==> config.mk <==
export PLATFORM = sky130hd
export DESIGN_NAME = dcb_brake_ctrl
export DESIGN_NICKNAME = d
export VERILOG_FILES = /design/src/dcb_pkg.sv /design/src/dcb_timer.sv /design/src/dcb_term_route.sv /design/src/dcb_brake_ctrl.sv
export SDC_FILE = /design/constraint.sdc
export NUM_CORES = 1
export LEC_CHECK = 0
export ABC_AREA = 1
export BUFFER_PORTS_ARGS = -buffer_cell sky130_fd_sc_hd__buf_2
export CORE_MARGIN = 2
export CORE_UTILIZATION = 45
export CTS_BUF_LIST = sky130_fd_sc_hd__clkbuf_8 sky130_fd_sc_hd__clkbuf_16
export DETAILED_ROUTE_END_ITERATION = 16
export SETUP_SLACK_MARGIN = 0.02
export SYNTH_ARGS = -nofsm -noshare
export SYNTH_HDL_FRONTEND = slang
export SYNTH_SLANG_ARGS = --single-unit
export TNS_END_PERCENT = 5
==> constraint.sdc <==
create_clock -name core_clk_i -period 12.5 [get_ports core_clk_i]
set_input_delay 1.25 -clock core_clk_i [delete_from_list [all_inputs] [get_ports core_clk_i]]
set_output_delay 1.25 -clock core_clk_i [all_outputs]
set_load 0.03 [all_outputs]
==> src/dcb_pkg.sv <==
package dcb_pkg;
  // bus register byte offsets
  localparam logic [7:0]  DCB_OFS_START_FREQ   = 8'h00;
  localparam logic [7:0]  DCB_OFS_DURATION     = 8'h04;
  localparam logic [7:0]  DCB_OFS_VOLTAGE      = 8'h08;
  localparam logic [7:0]  DCB_OFS_REGEN_SEL    = 8'h0C;
  localparam logic [7:0]  DCB_OFS_SPECIAL_DUTY = 8'h10;
  localparam logic [7:0]  DCB_OFS_MOTOR_CODE   = 8'h14;
  localparam logic [7:0]  DCB_OFS_STATUS       = 8'h18;
  localparam logic [7:0]  DCB_OFS_TERM_BASE    = 8'h20;
  // ranges and reset values; frequency in 0.01 Hz, duration in 0.1 s, percent in 1 %
  localparam logic [15:0] DCB_FREQ_MAX         = 16'h2EE0;
  localparam logic [15:0] DCB_FREQ_RESET       = 16'h012C;
  localparam logic [15:0] DCB_DUR_MAX          = 16'h0064;
  localparam logic [15:0] DCB_DUR_RESET        = 16'h0005;
  localparam logic [15:0] DCB_VOLT_MAX         = 16'h001E;
  localparam logic [15:0] DCB_VOLT_SMALL       = 16'h0006;
  localparam logic [15:0] DCB_VOLT_MIDDLE      = 16'h0004;
  localparam logic [15:0] DCB_VOLT_LARGE       = 16'h0002;
  localparam logic [15:0] DCB_REGEN_SEL_MAX    = 16'h0002;
  localparam logic [15:0] DCB_REGEN_SEL_RESET  = 16'h0000;
  localparam logic [15:0] DCB_DUTY_MAX         = 16'h001E;
  localparam logic [15:0] DCB_DUTY_RESET       = 16'h0000;
  localparam logic [15:0] DCB_MOTOR_RESET      = 16'h0000;
  localparam logic [7:0]  DCB_TERM_RESET       = 8'hFF;
  localparam logic [7:0]  DCB_FUNC_OP_ENABLE   = 8'h0A;
  localparam int          DCB_TERM_FUNC_W      = 8;
  localparam int          DCB_NUM_TERMS        = 7;
  // status word fields
  localparam int          DCB_ST_BRAKE         = 0;
  localparam int          DCB_ST_OUT_EN        = 1;
  localparam int          DCB_ST_COAST         = 2;
  localparam int          DCB_ST_EN_ASSIGNED   = 3;
  localparam int          DCB_ST_LEVEL_LSB     = 8;
  localparam int          DCB_ST_DUTY_LSB      = 16;
  // timing
  localparam int          DCB_CLK_PERIOD_NS    = 10;
  localparam int          DCB_DUR_UNIT_MS      = 100;
  localparam int          DCB_DUR_UNIT_CYCLES  = DCB_DUR_UNIT_MS * 1000000 / DCB_CLK_PERIOD_NS;

  typedef enum logic [2:0] {
    DCB_IDLE  = 3'b001,
    DCB_BRAKE = 3'b010,
    DCB_COAST = 3'b100
  } dcb_state_e;

  function automatic logic dcb_is_std_motor(input logic [15:0] code);
    return code inside {16'd0, 16'd3, 16'd4, 16'd5, 16'd6, 16'd23, 16'd24, 16'd40, 16'd43, 16'd44};
  endfunction : dcb_is_std_motor

  function automatic logic dcb_is_ct_motor(input logic [15:0] code);
    return code inside {16'd1, 16'd13, 16'd14, 16'd15, 16'd16, 16'd50, 16'd53, 16'd54};
  endfunction : dcb_is_ct_motor

  function automatic logic [15:0] dcb_merge(input logic [15:0] old_v, input logic [31:0] wd,
                                            input logic [3:0] be);
    return {be[1] ? wd[15:8] : old_v[15:8], be[0] ? wd[7:0] : old_v[7:0]};
  endfunction : dcb_merge
endpackage : dcb_pkg

==> src/dcb_timer.sv <==
`timescale 1ns/1ps
module dcb_timer
  import dcb_pkg::*;
#(
  parameter int TICK_CYCLES = DCB_DUR_UNIT_CYCLES
) (
  input  wire logic        core_clk_i,
  input  wire logic        rst_i,
  input  wire logic        start_i,
  input  wire logic        abort_i,
  input  wire logic [15:0] units_i,
  output logic             busy_o,
  output logic             done_o
);
  localparam int PW = $clog2(TICK_CYCLES + 1);
  localparam logic [PW-1:0] PRE_LAST = PW'(TICK_CYCLES - 1);

  logic [PW-1:0] pre_r;
  logic [15:0]   units_r;

  // count whole units
  always_ff @(posedge core_clk_i or posedge rst_i) begin
    if (rst_i) begin
      pre_r   <= '0;
      units_r <= 16'h0000;
      busy_o  <= 1'b0;
      done_o  <= 1'b0;
    end else begin
      done_o <= 1'b0;
      if (start_i) begin
        pre_r   <= '0;
        units_r <= units_i;
        busy_o  <= 1'b1;
      end else if (abort_i) begin
        busy_o <= 1'b0;
      end else if (busy_o) begin
        if (pre_r == PRE_LAST) begin
          pre_r   <= '0;
          units_r <= units_r - 16'h0001;
          if (units_r == 16'h0001) begin
            busy_o <= 1'b0;
            done_o <= 1'b1;
          end
        end else begin
          pre_r <= pre_r + PW'(1);
        end
      end
    end
  end
endmodule : dcb_timer

==> src/dcb_term_route.sv <==
`timescale 1ns/1ps
module dcb_term_route
  import dcb_pkg::*;
#(
  parameter int N = DCB_NUM_TERMS,
  parameter int W = DCB_TERM_FUNC_W
) (
  input  wire logic [N*W-1:0] func_codes_i,
  input  wire logic [N-1:0]   contact_i,
  input  wire logic [W-1:0]   match_code_i,
  output logic                assigned_o,
  output logic                level_o
);
  logic [N-1:0] hit;

  // match function code per terminal
  for (genvar i = 0; i < N; i++) begin : g_term
    assign hit[i] = (func_codes_i[i*W +: W] == match_code_i);
  end

  // an unassigned enable counts as permanently asserted
  assign assigned_o = |hit;
  assign level_o    = assigned_o ? |(hit & contact_i) : 1'b1;
endmodule : dcb_term_route

==> src/dcb_brake_ctrl.sv <==
// Local design decisions: the placing of the registers and the Avalon-MM interface to the registers.
`timescale 1ns/1ps
// Behaviour
// brake starts at threshold during deceleration
// brake held for programmed duration
// zero duration means coast, no brake
// voltage setting is percent, 0-30
// zero voltage means coast, no brake
// voltage resets by power rating class
// 4% becomes 2% on constant-torque motor
// 2% becomes 4% on standard motor
// brake current kept within rated current
// regen select defaults 0, allows 2
// special regen duty 0-30%, default 0
// select 0 uses fixed series duty
// output shut off without operation enable
// enable comes from terminal coded 10
// duration times from threshold, then shutoff
module dcb_brake_ctrl
  import dcb_pkg::*;
#(
  parameter int          RATING_CLASS = 1,
  parameter bit          AUTO_VOLT    = 1'b1,
  parameter logic [15:0] FIXED_DUTY   = 16'h0003,
  parameter logic [15:0] RATED_CURR   = 16'h03E8,
  parameter int          TICK_CYCLES  = DCB_DUR_UNIT_CYCLES
) (
  input  wire logic                     core_clk_i,
  input  wire logic                     rst_i,
  input  wire logic [7:0]               avs_address_i,
  input  wire logic                     avs_read_i,
  input  wire logic                     avs_write_i,
  input  wire logic [31:0]              avs_writedata_i,
  input  wire logic [3:0]               avs_byteenable_i,
  output logic      [31:0]              avs_readdata_o,
  output logic                          avs_waitrequest_o,
  input  wire logic                     decel_i,
  input  wire logic [15:0]              out_freq_i,
  input  wire logic [15:0]              out_current_i,
  input  wire logic [DCB_NUM_TERMS-1:0] contact_in_i,
  output logic                          dc_brake_o,
  output logic      [15:0]              dc_brake_level_o,
  output logic                          output_enable_o,
  output logic      [15:0]              regen_duty_o
);
  localparam logic [15:0] VOLT_RESET = (RATING_CLASS == 0) ? DCB_VOLT_SMALL :
                                       (RATING_CLASS == 2) ? DCB_VOLT_LARGE : DCB_VOLT_MIDDLE;
  localparam int TW = DCB_TERM_FUNC_W;

  logic [15:0]                 brake_start_frequency_r;
  logic [15:0]                 brake_duration_r;
  logic [15:0]                 brake_voltage_percent_r;
  logic [15:0]                 regen_function_select_r;
  logic [15:0]                 special_regen_duty_r;
  logic [15:0]                 applied_motor_code_r;
  logic [DCB_NUM_TERMS*TW-1:0] input_terminal_function_select_r;
  dcb_state_e                  state_r;
  dcb_state_e                  state_nxt;
  logic                        en_assigned;
  logic                        en_level;
  logic                        enable_r;
  logic                        assigned_r;
  logic                        tmr_busy;
  logic                        tmr_done;
  logic                        trigger;
  logic                        brake_ok;
  logic                        req;
  logic                        wr_go;
  logic [15:0]                 wd16;
  logic [15:0]                 level_nxt;
  logic [31:0]                 rd_nxt;
  logic [31:0]                 status_w;

  // ---------------- bus slave: one wait state per access ----------------
  assign req   = avs_read_i | avs_write_i;
  assign wr_go = avs_write_i & ~avs_waitrequest_o;
  assign wd16  = avs_writedata_i[15:0];

  always_ff @(posedge core_clk_i or posedge rst_i) begin
    if (rst_i) begin
      avs_waitrequest_o <= 1'b1;
    end else begin
      avs_waitrequest_o <= ~(req & avs_waitrequest_o);
    end
  end

  assign status_w = {8'h00, regen_duty_o[7:0], dc_brake_level_o[7:0], 4'h0, assigned_r,
                     state_r == DCB_COAST, output_enable_o, dc_brake_o};

  always_comb begin
    rd_nxt = 32'h0000_0000;
    unique case (avs_address_i)
      DCB_OFS_START_FREQ:   rd_nxt = {16'h0000, brake_start_frequency_r};
      DCB_OFS_DURATION:     rd_nxt = {16'h0000, brake_duration_r};
      DCB_OFS_VOLTAGE:      rd_nxt = {16'h0000, brake_voltage_percent_r};
      DCB_OFS_REGEN_SEL:    rd_nxt = {16'h0000, regen_function_select_r};
      DCB_OFS_SPECIAL_DUTY: rd_nxt = {16'h0000, special_regen_duty_r};
      DCB_OFS_MOTOR_CODE:   rd_nxt = {16'h0000, applied_motor_code_r};
      DCB_OFS_STATUS:       rd_nxt = status_w;
      default: begin
        for (int i = 0; i < DCB_NUM_TERMS; i++) begin
          if (avs_address_i == DCB_OFS_TERM_BASE + 8'(4 * i)) begin
            rd_nxt = {24'h000000, input_terminal_function_select_r[i*TW +: TW]};
          end
        end
      end
    endcase
  end

  // read data loaded one edge before the master samples it
  always_ff @(posedge core_clk_i or posedge rst_i) begin
    if (rst_i) begin
      avs_readdata_o <= 32'h0000_0000;
    end else if (avs_read_i & avs_waitrequest_o) begin
      avs_readdata_o <= rd_nxt;
    end
  end

  // ---------------- settings; out-of-range writes are dropped ----------------
  always_ff @(posedge core_clk_i or posedge rst_i) begin
    if (rst_i) begin
      brake_start_frequency_r <= DCB_FREQ_RESET;
      brake_duration_r        <= DCB_DUR_RESET;
      regen_function_select_r <= DCB_REGEN_SEL_RESET;
      special_regen_duty_r    <= DCB_DUTY_RESET;
      applied_motor_code_r    <= DCB_MOTOR_RESET;
    end else if (wr_go) begin
      // threshold range check
      if (avs_address_i == DCB_OFS_START_FREQ &&
          dcb_merge(brake_start_frequency_r, avs_writedata_i, avs_byteenable_i) <= DCB_FREQ_MAX) begin
        brake_start_frequency_r <= dcb_merge(brake_start_frequency_r, avs_writedata_i, avs_byteenable_i);
      end
      // duration range check
      if (avs_address_i == DCB_OFS_DURATION &&
          dcb_merge(brake_duration_r, avs_writedata_i, avs_byteenable_i) <= DCB_DUR_MAX) begin
        brake_duration_r <= dcb_merge(brake_duration_r, avs_writedata_i, avs_byteenable_i);
      end
      // selection 0, 1 or 2 only
      if (avs_address_i == DCB_OFS_REGEN_SEL &&
          dcb_merge(regen_function_select_r, avs_writedata_i, avs_byteenable_i) <= DCB_REGEN_SEL_MAX) begin
        regen_function_select_r <= dcb_merge(regen_function_select_r, avs_writedata_i, avs_byteenable_i);
      end
      // special duty range check
      if (avs_address_i == DCB_OFS_SPECIAL_DUTY &&
          dcb_merge(special_regen_duty_r, avs_writedata_i, avs_byteenable_i) <= DCB_DUTY_MAX) begin
        special_regen_duty_r <= dcb_merge(special_regen_duty_r, avs_writedata_i, avs_byteenable_i);
      end
      if (avs_address_i == DCB_OFS_MOTOR_CODE) begin
        applied_motor_code_r <= dcb_merge(applied_motor_code_r, avs_writedata_i, avs_byteenable_i);
      end
    end
  end

  // voltage kept apart: software writes it and a motor change rewrites it
  always_ff @(posedge core_clk_i or posedge rst_i) begin
    if (rst_i) begin
      // reset by rating class
      brake_voltage_percent_r <= VOLT_RESET;
    end else if (wr_go) begin
      // percent up to 30
      if (avs_address_i == DCB_OFS_VOLTAGE &&
          dcb_merge(brake_voltage_percent_r, avs_writedata_i, avs_byteenable_i) <= DCB_VOLT_MAX) begin
        brake_voltage_percent_r <= dcb_merge(brake_voltage_percent_r, avs_writedata_i, avs_byteenable_i);
      end
      if (AUTO_VOLT && avs_address_i == DCB_OFS_MOTOR_CODE) begin
        // standard to constant-torque
        if (brake_voltage_percent_r == DCB_VOLT_MIDDLE && dcb_is_std_motor(applied_motor_code_r) &&
            dcb_is_ct_motor(dcb_merge(applied_motor_code_r, avs_writedata_i, avs_byteenable_i))) begin
          brake_voltage_percent_r <= DCB_VOLT_LARGE;
        end
        // constant-torque to standard
        if (brake_voltage_percent_r == DCB_VOLT_LARGE && dcb_is_ct_motor(applied_motor_code_r) &&
            dcb_is_std_motor(dcb_merge(applied_motor_code_r, avs_writedata_i, avs_byteenable_i))) begin
          brake_voltage_percent_r <= DCB_VOLT_MIDDLE;
        end
      end
    end
  end

  always_ff @(posedge core_clk_i or posedge rst_i) begin
    if (rst_i) begin
      input_terminal_function_select_r <= {DCB_NUM_TERMS{DCB_TERM_RESET}};
    end else if (wr_go && avs_byteenable_i[0]) begin
      for (int i = 0; i < DCB_NUM_TERMS; i++) begin
        if (avs_address_i == DCB_OFS_TERM_BASE + 8'(4 * i)) begin
          input_terminal_function_select_r[i*TW +: TW] <= avs_writedata_i[TW-1:0];
        end
      end
    end
  end

  // ---------------- operation enable ----------------
  dcb_term_route #(
    .N (DCB_NUM_TERMS),
    .W (TW)
  ) u_route (
    .func_codes_i (input_terminal_function_select_r),
    .contact_i    (contact_in_i),
    .match_code_i (DCB_FUNC_OP_ENABLE),
    .assigned_o   (en_assigned),
    .level_o      (en_level)
  );

  always_ff @(posedge core_clk_i or posedge rst_i) begin
    if (rst_i) begin
      enable_r   <= 1'b0;
      assigned_r <= 1'b0;
    end else begin
      enable_r   <= en_level;
      assigned_r <= en_assigned;
    end
  end

  // ---------------- stop braking sequence ----------------
  assign trigger  = decel_i && (out_freq_i <= brake_start_frequency_r);
  // zero time or zero voltage disables the brake
  assign brake_ok = (brake_duration_r != 16'h0000) && (brake_voltage_percent_r != 16'h0000);

  dcb_timer #(
    .TICK_CYCLES (TICK_CYCLES)
  ) u_timer (
    .core_clk_i (core_clk_i),
    .rst_i      (rst_i),
    .start_i    (state_r == DCB_IDLE && state_nxt == DCB_BRAKE),
    .abort_i    (state_r == DCB_BRAKE && state_nxt != DCB_BRAKE),
    .units_i    (brake_duration_r),
    .busy_o     (tmr_busy),
    .done_o     (tmr_done)
  );

  always_comb begin
    state_nxt = state_r;
    unique case (state_r)
      DCB_IDLE: begin
        // enter brake at threshold
        if (trigger && enable_r) begin
          // coast when disabled
          state_nxt = brake_ok ? DCB_BRAKE : DCB_COAST;
        end
      end
      DCB_BRAKE: begin
        // expiry or lost enable ends brake
        if (tmr_done || !enable_r) begin
          state_nxt = DCB_COAST;
        end
      end
      DCB_COAST: begin
        if (!decel_i) begin
          state_nxt = DCB_IDLE;
        end
      end
      default: state_nxt = DCB_IDLE;
    endcase
  end

  always_ff @(posedge core_clk_i or posedge rst_i) begin
    if (rst_i) begin
      state_r         <= DCB_IDLE;
      dc_brake_o      <= 1'b0;
      output_enable_o <= 1'b0;
    end else begin
      state_r         <= state_nxt;
      dc_brake_o      <= (state_nxt == DCB_BRAKE);
      // no enable, no output
      output_enable_o <= en_level && enable_r && (state_nxt != DCB_COAST);
    end
  end

  // level ramps one percent per cycle; backs off while current is above rating
  always_comb begin
    level_nxt = 16'h0000;
    if (state_nxt == DCB_BRAKE) begin
      // back off above rated current
      if (out_current_i > RATED_CURR && dc_brake_level_o != 16'h0000) begin
        level_nxt = dc_brake_level_o - 16'h0001;
      end else if (out_current_i > RATED_CURR) begin
        level_nxt = 16'h0000;
      // approach programmed percent
      end else if (dc_brake_level_o < brake_voltage_percent_r) begin
        level_nxt = dc_brake_level_o + 16'h0001;
      end else begin
        level_nxt = brake_voltage_percent_r;
      end
    end
  end

  always_ff @(posedge core_clk_i or posedge rst_i) begin
    if (rst_i) begin
      dc_brake_level_o <= 16'h0000;
      regen_duty_o     <= 16'h0000;
    end else begin
      dc_brake_level_o <= level_nxt;
      // fixed duty when selection is 0
      regen_duty_o     <= (regen_function_select_r == DCB_REGEN_SEL_RESET) ? FIXED_DUTY : special_regen_duty_r;
    end
  end
endmodule : dcb_brake_ctrl

## Word-level counts from Yosys, hierarchy flattened

Index checks and enable logic that the tools add are counted.

| operators by class | value |
|---|---|
| add/sub/neg operators | 4 |
| $mul | 0 |
| divide/modulo/power cells | 0 |
| order comparisons | 8 |
| equal/unequal tests | 65 |
| shifts and indexed selects | 0 |
| mux-type cells | 53 |
| bitwise gates (word level) | 7 |
| reduce and logical (&&, ||, !) cells | 49 |

Operator list:

| kind | number |
|---|---|
| $pmux 32 s7 | 1 |
| $mux 16 | 13 |
| $eq 16x6->1 const B | 12 |
| $mux 32 | 6 |
| $eq 16x3->1 const B | 7 |
| $mux 8 | 13 |
| $eq 16x4->1 const B | 6 |
| $eq 16x5->1 const B | 6 |
| $mux 24 | 4 |
| $eq 8x4->1 const B | 9 |
| $eq 8x6->1 const B | 7 |
| $eq 16x1->1 const B | 3 |
| $eq 16x2->1 const B | 3 |
| $logic_not 16->1 | 3 |
| $reduce_bool 16->1 | 3 |
| $le 16x5->1 const B | 2 |
| $sub 16x1->16 const B | 2 |
| $reduce_and 2->1 | 13 |
| $add 24x1->24 const B | 1 |
| $eq 24x24->1 const B | 1 |
| $eq 8x5->1 const B | 3 |
| $reduce_bool 10->1 | 2 |
| $logic_and 1x1->1 | 18 |
| $add 16x1->16 const B | 1 |
| other kinds (27) | 47 |

| word-level totals | value |
|---|---|
| register bits after elaboration | 266 |
| bits in latches | 0 |
| bits in writable memories | 0 |
| bits in read-only memories | 0 |
| input port bits | 88 |
| output and inout bits | 67 |
| word-level logic and storage cells | 212 |
| memories kept | 0 |

## Longest topological paths before layout

Gate-level depths: netlist of the first run.

| depth | value |
|---|---|
| depth after elaboration | 9 |
| mapped depth | 18 |
| gate-level depth less buffers | 17 |

## By module

A second synthesis of the first run with hierarchy kept.

| unflattened totals | value |
|---|---|
| cell total of the unflattened synthesis | 2422 |
| area total of the unflattened synthesis | 16781.1 sq um |

By module, submodules not included:

| module | times used | cells each | area each (sq um) | seq. area each (sq um) |
|---|---|---|---|---|
| dcb_brake_ctrl | 1 | 1768 | 12839.8 | 5486.5 |
| dcb_timer | 1 | 444 | 2834.0 | 1051.0 |
| dcb_term_route | 1 | 210 | 1107.3 | 0.0 |

## Worst setup path before layout of the first run

OpenSTA, ideal clock, no wires.

| timing | value |
|---|---|
| path type | input to register |
| start point | input out_freq_i[15] |
| end point | register u_timer.pre_r[0] |
| library setup time | 117 ps |
| arrival | 2644 ps |
| required time | 12383 ps |
| setup slack | 9738 ps |
| stages on the path | 10 |
| path buffers | 2 |
| cells stage by stage | ha_1 > nand2_1 > nor3_1 > nand3_1 > nand2_2 > nand3_4 > buf_6 > buf_4 > nand4_1 > nand2_1 |

| between the ends | value |
|---|---|
| longest elaborated chain between the ends | 9 |
| elaborated cells on any way between the ends | 13 |
| classes of those cells | order compare (1); eq/ne (3); mux (3); reduce/logical (6) |

Ends and longest elaborated chain:

| item | line | RTL |
|---|---|---|
| start: declaration | dcb_brake_ctrl.sv:38 | `input wire logic [15:0] out_freq_i,` |
| $le 16x16->1 (*) | dcb_brake_ctrl.sv:215 | `assign trigger = decel_i && (out_freq_i <= brake_start_frequency_r);` |
| $logic_and 1x1->1 (*) | dcb_brake_ctrl.sv:215 |  |
| $logic_and 1x1->1 (*) | dcb_brake_ctrl.sv:236 | `if (trigger && enable_r) begin` |
| $mux 3 (*) | dcb_brake_ctrl.sv:236 |  |
| $pmux 3 s3 (*) | dcb_brake_ctrl.sv:233 | `unique case (state_r)` |
| $ne 3x2->1 / $eq 3x2->1 (equally long branches) | dcb_brake_ctrl.sv:225, dcb_brake_ctrl.sv:224 |  |
| $logic_and 1x1->1 (on tied branches) | dcb_brake_ctrl.sv:225, dcb_brake_ctrl.sv:224 |  |
| $ne 2x1->1 (no line) / $reduce_bool 2->1 (equally long branches) | -- |  |
| $reduce_and 2->1 (no line) | -- |  |
| end signal: assignment | dcb_timer.sv:45 | `pre_r <= pre_r + PW'(1);` |
| end: declaration | dcb_timer.sv:18 | `logic [PW-1:0] pre_r;` |

Every way passes the cells marked *; elsewhere a longest branch is shown, timed or not.
A chain may end at the register's enable or synchronous reset.

## Worst setup path in the final report of the first run

| timing | value |
|---|---|
| start point | input out_freq_i[15] |
| end point | register dc_brake_level_o[0] |

| between the ends | value |
|---|---|
| longest elaborated chain between the ends | 7 |

Ends and longest elaborated chain:

| item | line | RTL |
|---|---|---|
| $le 16x16->1 | dcb_brake_ctrl.sv:215 |  |
| $logic_and 1x1->1 | dcb_brake_ctrl.sv:215 |  |
| $logic_and 1x1->1 | dcb_brake_ctrl.sv:236 |  |
| $mux 3 | dcb_brake_ctrl.sv:236 |  |
| $pmux 3 s3 | dcb_brake_ctrl.sv:233 |  |
| $eq 3x2->1 | dcb_brake_ctrl.sv:272 | `if (state_nxt == DCB_BRAKE) begin` |
| $mux 16 | dcb_brake_ctrl.sv:272 |  |
| via level_nxt[0] | dcb_brake_ctrl.sv:70 | `logic [15:0] level_nxt;` |
| end signal: assignment | dcb_brake_ctrl.sv:292 | `dc_brake_level_o <= level_nxt;` |
| end: declaration | dcb_brake_ctrl.sv:42 | `output logic [15:0] dc_brake_level_o,` |

The timed path passes the listed nets, and every way through them passes these cells.

==> results by group, run 1 <==
Run status
  – Result of the run: completed

Finish
  – Most common library cell in the layout ignoring fill and taps: nand2_1
  – Final layout net count: 2498
  – Most frequent cells in the layout: nand2_1 (671), nor2_1 (269), inv_1 (252)
  – Antenna cells: 0
  – Area added between synthesis and finish: 11.9%
  – Ratio of cells with drive above 1 in the final layout: 14.0%
  – Fin area: 18100 um^2
  – Filler cells: 3609

Route
  – Detailed route wirelength on metal3: approximately 3300 um
  – Iter 0 DRT Violations: 1405
  – Met2 Wirelength: 24400 um
  – Uppermost signal routing layer after detailed routing: met4
  – Detail-routed net length per standard cell: 18.5 um
  – TritonRoute pass-1 iters: 6
  – Post-route ant nets: 0
  – Wirelength, routed: 53000 um
  – Via density per instance: 5.46
  – # DRC: 0
  – Total via count after detailed routing: 15600
  – WL met1: around 24000 um

Logic synthesis
  – Count of cell types in the netlist: 56
  – Yosys warning total: 0
  – Cell area after synthesis: 16200 um^2
  – Cell types with the largest area share after synthesis: dfrtp_1 (30%), nand2_1 (16%), dfstp_2 (11%)
  – Portion of synthesized cell area occupied by the leading cell type: between 20% and 30%
  – Largest family of logic cells by synthesized area: simple AND/OR/NAND/NOR gates
  – Post-synthesis mux area share: 0%
  – Top FF cell, synth: dfrtp_1
  – Number of synthesized register bits: 258
  – Simple-gate area share of the yosys netlist: approximately a third
  – Synthesized-area fraction occupied by xor and xnor cells: under 10%
  – Cell type with the highest aggregate area in the netlist: dfrtp_1
  – Part of the Yosys area used for sequential elements: around 40%
  – Cells after Synth: ~2300
  – Async S/R FF share, synth: 100%
  – Number of enable-type register cells in the synthesized netlist: 0
  – Share of the synthesized area in compound gates (AO/OA/AOI/OAI): 11.8%
  – Average size of a mapped cell: 7.10 um^2
  – Post-synthesis adder-cell area fraction: 2.86%

STA
  – Final min period: 3.64 ns
  – Max Fclk: 0.275 GHz
  – Headroom to the max-slew limit: 31.2%
  – # setup viols final: 0
  – Final critical-path share of the clock period: 29.1%
  – Final count of pins violating max slew: 0
  – Slew at the pin with the worst max-slew slack: 1.03 ns
  – Clk_skew: 0.0191 ns
  – Fin Setup TNS: 0 ns
  – Setup repair after global routing missed its margin: no
  – Hold slack final: slightly below 0.5 ns
  – Final Hold Violating Endpoints: 0

Floorplanning
  – Core area: 35500 um^2
  – Count of boundary I/O pins: approximately 160
  – Row cnt: 69
  – Die outline width: approximately 190 um
  – Height of the die: 194 um
  – Die footprint: 37500 um^2
  – Initial Utilization: around 46%

GRT
  – Global router's overall resource usage: 28.1%
  – Number of global-route vias before repair: 14800
  – Initial antenna violation count: 0
  – Maximum number of pins on one net before global-route repair: roughly 100
  – Global-route wire length before repair: 83900 um
  – Overflow left after global routing: 0

Clocking
  – Buffers inserted during post-CTS setup optimization: 0
  – CTS tree: built
  – Inserted Clock Buffers: 31
  – Buffer depth of the longest clock path: 3
  – H-tree level count: 1
  – Post-cts hold buffer count: 0
  – Register clock-pin slew on the reported worst setup and hold paths: 0.06 ns
  – Clock latency on the worst-skew pair: 0.58 ns
  – Cells resized by post-CTS repair: 0
  – Root buffer selected by CTS: clkbuf_16
  – Clock sink total: 258

Run
  – Max Cap Violations: 0

Placement
  – Placed inst area: 17000 um^2
  – Total half-perimeter wirelength after legalization and detailed placement: a little under 40000 um
  – Number of buffers added on ports: approximately 130
  – Placer Congestion: 0.989

Critical path
  – Endpoint class of the critical path: flop
  – Startpoint-to-endpoint class of the critical path: in -> reg
  – Category of the worst setup path launch point: primary input
  – Maximum fanout along the worst path: 51
  – Critical path data arrival time: 4.15 ns
  – Required time of the critical path: about 13 ns

Hold path
  – Class of the tightest hold or removal check: reg -> reg

Power and ir drop
  – Leak: approximately 9 nW
  – Maximum vdd ir drop: 0.115 mV
  – Total power divided by cell area: 148 nW/um^2
  – Power Total: between 0.002 and 0.003 W
## registers in the layout (all words and copies together) (netlist names)
register / count
input_terminal_function_select_r: 56
avs_readdata_o: 24
u_timer.pre_r: 24
applied_motor_code_r: 16
brake_duration_r: 16
brake_start_frequency_r: 16
brake_voltage_percent_r: 16
dc_brake_level_o: 16
regen_duty_o: 16
regen_function_select_r: 16
special_regen_duty_r: 16
u_timer.units_r: 16
state_r: 3
assigned_r: 1
avs_waitrequest_o: 1
dc_brake_o: 1
enable_r: 1
output_enable_o: 1
u_timer.busy_o: 1
u_timer.done_o: 1
## path summary, 6_finish.rpt
check	from	end	slack, ns	cells after the start
worst max-delay path	out_freq_i[15]	dc_brake_level_o[0]	8.86	10
worst min-delay path	special_regen_duty_r[3]	special_regen_duty_r[3]	0.48	2
worst max register to register	brake_start_frequency_r[8]	dc_brake_level_o[0]	9.01	10
worst min register to register	special_regen_duty_r[3]	special_regen_duty_r[3]	0.48	2
max in group asynchronous	rst_i	applied_motor_code_r[2]	10.14	3
min in group asynchronous	rst_i	dc_brake_o	0.82	2
## worst max-delay path, cell delays in order
cell and delay [ns]:
buf_2 0.10, ha_1 0.28, nand2_1 0.09, nor3_1 0.42, nand3_1 0.15, nand2_2 0.40, nand3_4 0.60, nand2_2 0.56
o21ai_0 0.16, nor2_1 0.10
## per-layer routing
| layer | vias up | track usage, % |
|---|---|---|
| met5 | - | 0 |
| met4 | 0 | 8.82 |
| met3 | 102 | 3.03 |
| met2 | 527 | 45.6 |
| met1 | 7413 | 39.6 |
| li1 | 7568 | - |
## stage by stage
step	utilization, %	worst slack (ns)	cells
floorplan	-	4.26	2284
global placement	47.9	8.26	2801
detailed placement	47.9	8.23	2801
CTS	51.0	8.83	2859
global route	51.0	8.55	2859
finish	51.0	8.86	2859
## final cells by class
cell class / instances / area [um^2] / share of cell area [%]
sequential: 258 / 6540 / 36.1
clock buffer: 37 / 858 / 4.74
clock inverter: 21 / 254 / 1.40
tap: 461 / 577 / 3.19
multi-input combinational: 1681 / 8160 / 45.1
timing repair buffer: 136 / 701 / 3.87
inverter: 265 / 1000 / 5.55
## where the power goes
| group | switching (W) | leakage [nW] | internal, W |
|---|---|---|---|
| logic | 0.000469 | 5.47 | 0.000234 |
| clock network | 0.000379 | 0.567 | 0.000593 |
| registers | 0.0000941 | 2.99 | 0.000904 |
## cell usage after synthesis (2+ instances only)
cell type	n
a21boi_0	2
a21oi_1	92
a221oi_1	2
and2_1	2
buf_1	5
buf_2	28
buf_4	13
buf_6	16
clkbuf_1	17
dfrtp_1	193
dfstp_2	65
ha_1	37
inv_1	250
inv_2	13
nand2_1	671
nand2_2	16
nand3_1	102
nand3_2	3
nand3_4	2
nand3b_1	8
nand4_1	75
nor2_1	269
nor2_2	10
nor2_4	5
nor3_1	39
nor3_2	6
nor4_1	22
nor4_2	3
o211ai_1	24
o21a_1	3
o21ai_0	170
o21ai_1	27
o21ai_2	6
o221ai_1	2
o22ai_1	13
or2_2	7
xnor2_1	6
xor2_1	35
## cell families after synthesis
kind of cell             Yosys count
flip-flops                       258
buffers and inverters            345
adder cells (fa/ha/maj)           37
AO/OA/AOI/OAI                    349
XOR/XNOR                          41
AND/OR/NAND/NOR                 1246
other                              1
Power figures use the tool's default switching activity.
==> run 2: changes to the inputs <==
Settings changed: PLACE_DENSITY from default to 0.66.
Clock period 12.5 ns to 3.16 ns, I/O delays scaled along.
==> run 2 against run 1 <==
Largest power group unchanged. Via count increased by 1.6%. Critical endpoint is now u_timer.units_r[14]. Clock-buffer cell count decreased by 3. Largest cell class unchanged. Worst setup slack got worse by 8.3 ns.
==> results by group, run 2 (synthesis results as in run 1) <==
Critical path
  – Critical Path Most Common Cell: nand2_1
  – Required time of the critical path: 3.68 ns (-9.32 ns)
  – Maximum fanout along the worst path: 23 (-55%)
  – Series of cell instances along the critical path: inv_1, ha_1, nand4_1, nor3_1, nand3_1, nand2_2, nand3_4, buf_4, o21ai_4, nand2_1, nand2_1
  – Reg-to-reg critical path endpoint: u_timer.units_r[14]
  – Reg-to-reg slack, setup: 0.56 ns (-8.45 ns)
  – Endpoint class of the critical path: flop
  – CP max stage cell: dfstp_2
  – Reg-to-reg critical path startpoint: brake_start_frequency_r[8]
  – Path depth of the worst reg2reg path: 11 (+1)
  – Category of the worst setup path launch point: flop
  – Critical path data arrival time: 3.13 ns (-1.02 ns)
  – Delay of the slowest cell on the worst path: 0.51 ns (-0.09 ns)
  – CP delay by family, top: simple AND/OR/NAND/NOR gates
  – Startpoint-to-endpoint class of the critical path: reg -> reg
  – Count of buffering cells on the critical path with inverters included: 2 (+1)

Floorplanning
  – Die outline width: 194 um (unchanged)
  – Core area: 35500 um^2 (unchanged)
  – Row cnt: 69 (unchanged)
  – Height of the die: 194 um (unchanged)
  – Count of boundary I/O pins: 155 (unchanged)
  – Initial Utilization: 45.6% (unchanged)
  – Die footprint: 37500 um^2 (unchanged)

Placement
  – Number of buffers added on ports: 128 (unchanged)
  – Total half-perimeter wirelength after legalization and detailed placement: 39400 um (-0.21%)
  – Placer Congestion: 1.00 (+1.3%)

Run status
  – Result of the run: completed

Finish
  – Most common library cell in the layout ignoring fill and taps: nand2_1
  – Ratio of cells with drive above 1 in the final layout: 14.6% (+0.68 points)
  – Area added between synthesis and finish: 13.1%
  – Number of flip-flops in the largest register: 56 (unchanged)
  – Largest regs: input_terminal_function_select_r x56, avs_readdata_o x24, u_timer.pre_r x24
  – Most frequent cells in the layout: nand2_1 (671), nor2_1 (269), inv_1 (253)
  – Filler cells: 3544 (-1.8%)
  – Antenna cells: 0 (unchanged)
  – Final core occ: 51.6% (+0.57 points)
  – Final layout net count: 2524 (+1.0%)
  – Register with the most flip-flops: input_terminal_function_select_r

STA
  – Fin Setup TNS: 0 ns (unchanged)
  – Final Hold Violating Endpoints: 0 (unchanged)
  – Final critical-path share of the clock period: 82.3%
  – Final min period: 2.60 ns
  – Hold slack final: 0.187 ns (-0.293 ns)
  – Headroom to the max-slew limit: 51.1% (+20 points)
  – # setup viols final: 0 (unchanged)
  – Slew at the pin with the worst max-slew slack: 0.734 ns (-0.298 ns)
  – Setup repair after global routing missed its margin: no
  – Final count of pins violating max slew: 0 (unchanged)
  – Clk_skew: 0.0134 ns (-0.00567 ns)
  – Max Fclk: 0.384 GHz

Clocking
  – Root buffer selected by CTS: clkbuf_16
  – Cells resized by post-CTS repair: 0 (unchanged)
  – Clock sink total: 258 (unchanged)
  – Clock latency on the worst-skew pair: 0.60 ns (+0.02 ns)
  – Inserted Clock Buffers: 31 (unchanged)
  – H-tree level count: 1 (unchanged)
  – Post-cts hold buffer count: 4 (+4)
  – Buffers inserted during post-CTS setup optimization: 0 (unchanged)
  – Buffer depth of the longest clock path: 3 (unchanged)
  – CTS tree: built
  – Register clock-pin slew on the reported worst setup and hold paths: 0.07 ns (about the same)

Route
  – Post-route ant nets: 0 (unchanged)
  – Detail-routed net length per standard cell: 18.1 um (-2.2%)
  – TritonRoute pass-1 iters: 6 (unchanged)
  – Via density per instance: 5.50 (+0.65%)
  – Iter 0 DRT Violations: 1350 (-3.9%)
  – Total via count after detailed routing: 15900 (+1.6%)
  – # DRC: 0 (unchanged)
  – Wirelength, routed: 52300 um (-1.3%)

Power and ir drop
  – Maximum vdd ir drop: 0.458 mV (+300%)
  – Leak: 9.13 nW (+1.1%)
  – Total power divided by cell area: 576 nW/um^2 (+290%)

GRT
  – Initial antenna violation count: 0 (unchanged)
  – Global-route wire length before repair: 83500 um (-0.47%)
  – Overflow left after global routing: 0 (unchanged)
  – Global router's overall resource usage: 27.8% (-0.34 points)
  – Maximum number of pins on one net before global-route repair: 97 (-6.7%)
  – Number of global-route vias before repair: 15000 (+1.5%)

Hold path
  – Class of the tightest hold or removal check: in -> reg
  – Hold Path Stages: 3 (+1)
  – Hold worst-path end: input_terminal_function_select_r[26]
  – Startpoint of the lowest-slack hold path: avs_writedata_i[2]

Run
  – Max Cap Violations: 0 (unchanged)
==> run 2: where the power goes <==
group / switching (W) / internal (W)
Combinational: 0.00190 / 0.000985
Clock: 0.00153 / 0.00219
Sequential: 0.000355 / 0.00358
Total: 0.00379 / 0.00676
==> run 2: per-layer routing <==
layer	vias up	GRT usage [%]	share of wire (%)
met5	-	0	0
met4	0	11.6	4.2
met3	125	2.86	6.8
met2	648	44.4	46
met1	7460	38.6	43
li1	7621	-	-
==> run 2: layout make-up <==
class                           instances  area (um^2)  share of cell area, %
Clock inverter                         24          246                   1.35
Sequential cell                       258         6540                   35.7
Clock buffer                           34          817                   4.47
Inverter                              265         1000                   5.47
Tap cell                              461          577                   3.15
Multi-Input combinational cell       1681         8160                   44.6
Timing Repair Buffer                  162          956                   5.23
==> run 2: through the flow <==
step                      cells  cell area [um^2]  setup WS (ns)  total power (W)
after floorplan            2284             16200         -0.503          0.00610
after global placement     2823             17200          0.618          0.00678
after detailed placement   2823             17200          0.588          0.00683
after CTS                  2885             18300          0.592           0.0106
after global routing       2885             18300          0.360           0.0112
final                      2885             18300          0.558           0.0105
==> run 2: tightest hold or removal path, delay by kind of cell <==
kind                   cells  cell delay (ns)
AOI/OAI and AO/OA          1             0.20
buffers and inverters      2             0.24
==> run 2: how the worst max path moves through the flow <==
stage	from	to	slack, ns	depth (start not counted)
6_report	brake_start_frequency_r[8]	u_timer.units_r[14]	0.56	11
5_1_grt	brake_start_frequency_r[5]	u_timer.units_r[12]	0.36	14
4_1_cts	brake_start_frequency_r[8]	dc_brake_level_o[0]	0.59	10
3_5_place_dp	avs_byteenable_i[1]	brake_start_frequency_r[2]	0.59	11
3_3_place_gp	brake_start_frequency_r[8]	dc_brake_level_o[0]	0.62	10
2_1_floorplan	rst_i	applied_motor_code_r[0]	-0.50	1
==> run 3: changes to the inputs <==
Settings changed: PLACE_DENSITY 0.66 to default.
Clock period 3.16 ns to 2.51 ns, I/O delays scaled along.
==> run 3 against run 2 <==
Worst setup slack worse by 0.34 ns. Final cell count increased by 2.0%. Clock-buffer cell count did not move. Power rose by 27%. Routed wire length rose by 5.0%. Critical path type unchanged. Largest cell class unchanged.
==> results by group, run 3 (synthesis results as in run 1) <==
Clocking
  – CTS tree: built
  – Buffer depth of the longest clock path: 3 (unchanged)
  – Inserted Clock Buffers: 31 (unchanged)
  – H-tree level count: 1 (unchanged)
  – Root buffer selected by CTS: clkbuf_16
  – Clock sink total: 258 (unchanged)
  – Buffers inserted during post-CTS setup optimization: 0 (unchanged)
  – Clock latency on the worst-skew pair: 0.59 ns (about the same)
  – Register clock-pin slew on the reported worst setup and hold paths: 0.06 ns (about the same)

Placement
  – Placer Congestion: 0.987 (-1.5%)
  – Total half-perimeter wirelength after legalization and detailed placement: 41800 um (+6.1%)
  – Worst setup timing slack at the placement stage: 0.106 ns (-0.482 ns)
  – Placed Instances: 2879 (+2.0%)
  – Number of buffers added on ports: 128 (unchanged)

Critical path
  – Startpoint-to-endpoint class of the critical path: reg -> reg
  – Critical path data arrival time: 2.77 ns (-0.36 ns)
  – Endpoint class of the critical path: flop
  – Reg-to-reg slack, setup: 0.21 ns (-0.34 ns)
  – CP max stage cell: dfstp_2
  – Delay of the slowest cell on the worst path: 0.52 ns (about the same)
  – Maximum fanout along the worst path: 6 (-74%)
  – Critical Path Start: brake_start_frequency_r[5]
  – Reg-to-reg critical path startpoint: brake_start_frequency_r[5]
  – Series of cell instances along the critical path: inv_1, ha_1, a21oi_1, nor2_1, nor2_1, nand2_1, nand2_1, nand2_1, nand2_4, nand3_4, nand2_4, clkinvlp_4, nand2_1, nand2_1
  – Last element of the critical path: u_timer.pre_r[10]
  – Required time of the critical path: 2.99 ns (-0.69 ns)
  – Category of the worst setup path launch point: flop
  – Path depth of the worst reg2reg path: 14 (+3)
  – Critical Path Most Common Cell: nand2_1
  – Reg-to-reg critical path endpoint: u_timer.pre_r[10]

Power and ir drop
  – Leak: 9.45 nW (+3.5%)
  – Maximum vdd ir drop: 0.676 mV (+48%)
  – Total power divided by cell area: 716 nW/um^2 (+24%)
  – Power Total: 0.0134 W (+27%)

Route
  – Total via count after detailed routing: 16000 (+1.2%)
  – Post-route ant nets: 0 (unchanged)
  – # DRC: 0 (unchanged)
  – TritonRoute pass-1 iters: 6 (unchanged)
  – Iter 0 DRT Violations: 1404 (+4.0%)
  – Wirelength, routed: 54900 um (+5.0%)
  – Detail-routed net length per standard cell: 18.7 um (+2.9%)
  – Via density per instance: 5.45 (-0.80%)

STA
  – Slew at the pin with the worst max-slew slack: 0.740 ns (+0.00627 ns)
  – Final Hold Violating Endpoints: 0 (unchanged)
  – Final count of pins violating max slew: 0 (unchanged)
  – # setup viols final: 0 (unchanged)
  – Max Fclk: 0.436 GHz (+13%)
  – Final critical-path share of the clock period: 91.4% (+9.1 points)
  – Hold slack final: 0.0968 ns (-0.0902 ns)
  – Clk_skew: 0.0126 ns (-0.000790 ns)
  – Headroom to the max-slew limit: 50.2% (-0.87 points)
  – Setup repair after global routing missed its margin: no
  – Min setup slack post-route: 0.215 ns (-0.344 ns)
  – Final min period: 2.30 ns (-0.306 ns)

Finish
  – Final layout net count: 2582 (+2.3%)
  – Most common library cell in the layout ignoring fill and taps: nand2_1
  – Largest regs: input_terminal_function_select_r x56, avs_readdata_o x24, u_timer.pre_r x24
  – Most frequent cells in the layout: nand2_1 (670), nor2_1 (269), inv_1 (259)
  – Final core occ: 52.9% (+1.3 points)
  – Antenna cells: 0 (unchanged)
  – Area added between synthesis and finish: 16.0%
  – Non-filler instance count after layout: 2943 (+2.0%)
  – FF/Latch Area: 6540 um^2 (unchanged)
  – Area used by multi-input combinational logic: 8190 um^2 (+0.34%)
  – Filler cells: 3536 (-0.23%)
  – Ratio of cells with drive above 1 in the final layout: 16.5% (+1.9 points)
  – Number of flip-flops in the largest register: 56 (unchanged)
  – Register with the most flip-flops: input_terminal_function_select_r

GRT
  – Overflow left after global routing: 0 (unchanged)
  – Number of global-route vias before repair: 15000 (-0.26%)
  – Global router's overall resource usage: 28.8% (+0.99 points)
  – Maximum number of pins on one net before global-route repair: 88 (-9.3%)
  – Global-route wire length before repair: 85700 um (+2.5%)
  – Initial antenna violation count: 0 (unchanged)

Floorplanning
  – Die footprint: 37500 um^2 (unchanged)
  – Row cnt: 69 (unchanged)
  – Initial Utilization: 45.6% (unchanged)
  – Die outline width: 194 um (unchanged)
  – Core area: 35500 um^2 (unchanged)
  – Count of boundary I/O pins: 155 (unchanged)
  – Height of the die: 194 um (unchanged)

Hold path
  – Class of the tightest hold or removal check: in -> reg

Run
  – Max Cap Violations: 0 (unchanged)

Run status
  – Result of the run: completed
==> run 3: critical path, delay by kind of cell (launching register included) <==
family	cells	cell delay, ns
AOI/OAI and AO/OA	1	0.15
adders and majority gates	1	0.29
buffers and inverters	2	0.23
DFF	1	0.52
and+or+nand+nor	10	0.99
==> run 3: worst min path at each step <==
| stage | from | end | slack (ns) | depth (start not counted) |
|---|---|---|---|---|
| after floorplan | avs_read_i | avs_waitrequest_o | 0.31 | 1 |
| after global routing | avs_writedata_i[2] | input_terminal_function_select_r[34] | 0.13 | 3 |
| after global placement | rst_i | dc_brake_level_o[10] | 0.35 | 2 |
| after detailed placement | rst_i | dc_brake_level_o[12] | 0.35 | 2 |
| after CTS | avs_writedata_i[0] | input_terminal_function_select_r[0] | 0.08 | 3 |
| final | avs_writedata_i[0] | input_terminal_function_select_r[0] | 0.1 | 3 |
==> run 3: cell type report <==
cell class / count / share of cell area, %
timing repair buffer: 218 / 7.49
tap: 461 / 3.07
sequential: 258 / 34.8
inverter: 265 / 5.36
multi-input combinational: 1682 / 43.6
clock buffer: 34 / 4.36
timing repair inverter: 1 / 0.0400
clock inverter: 24 / 1.20
==> run 3: routing by layer <==
layer  vias to the layer above  global-route usage (%)  share of wire, %
li1                       7755                       -                 -
met1                      7635                    39.8                44
met2                       542                    47.1                47
met3                       112                    3.61               6.1
met4                         0                    9.10               3.2
met5                         -                       0                 0
==> run 3: metrics by stage <==
step / instance area (um^2) / setup TNS, ns
floorplan: 16200 / -223.26
global placement: 17600 / 0
detailed placement: 17600 / 0
CTS: 18700 / 0
global route: 18800 / 0
finish: 18800 / 0
==> run 3: power by group <==
part           internal, W  switching [W]
sequential         0.00451       0.000372
combinational      0.00137        0.00255
clock              0.00274        0.00188
total              0.00862        0.00481
==> run 3: repair_timing <==
item | CTS | global route
setup endpoints to repair | 0 | 50
hold buffers | 4 | 0
gates resized for setup | 0 | 7
hold endpoints to repair | 20 | 0
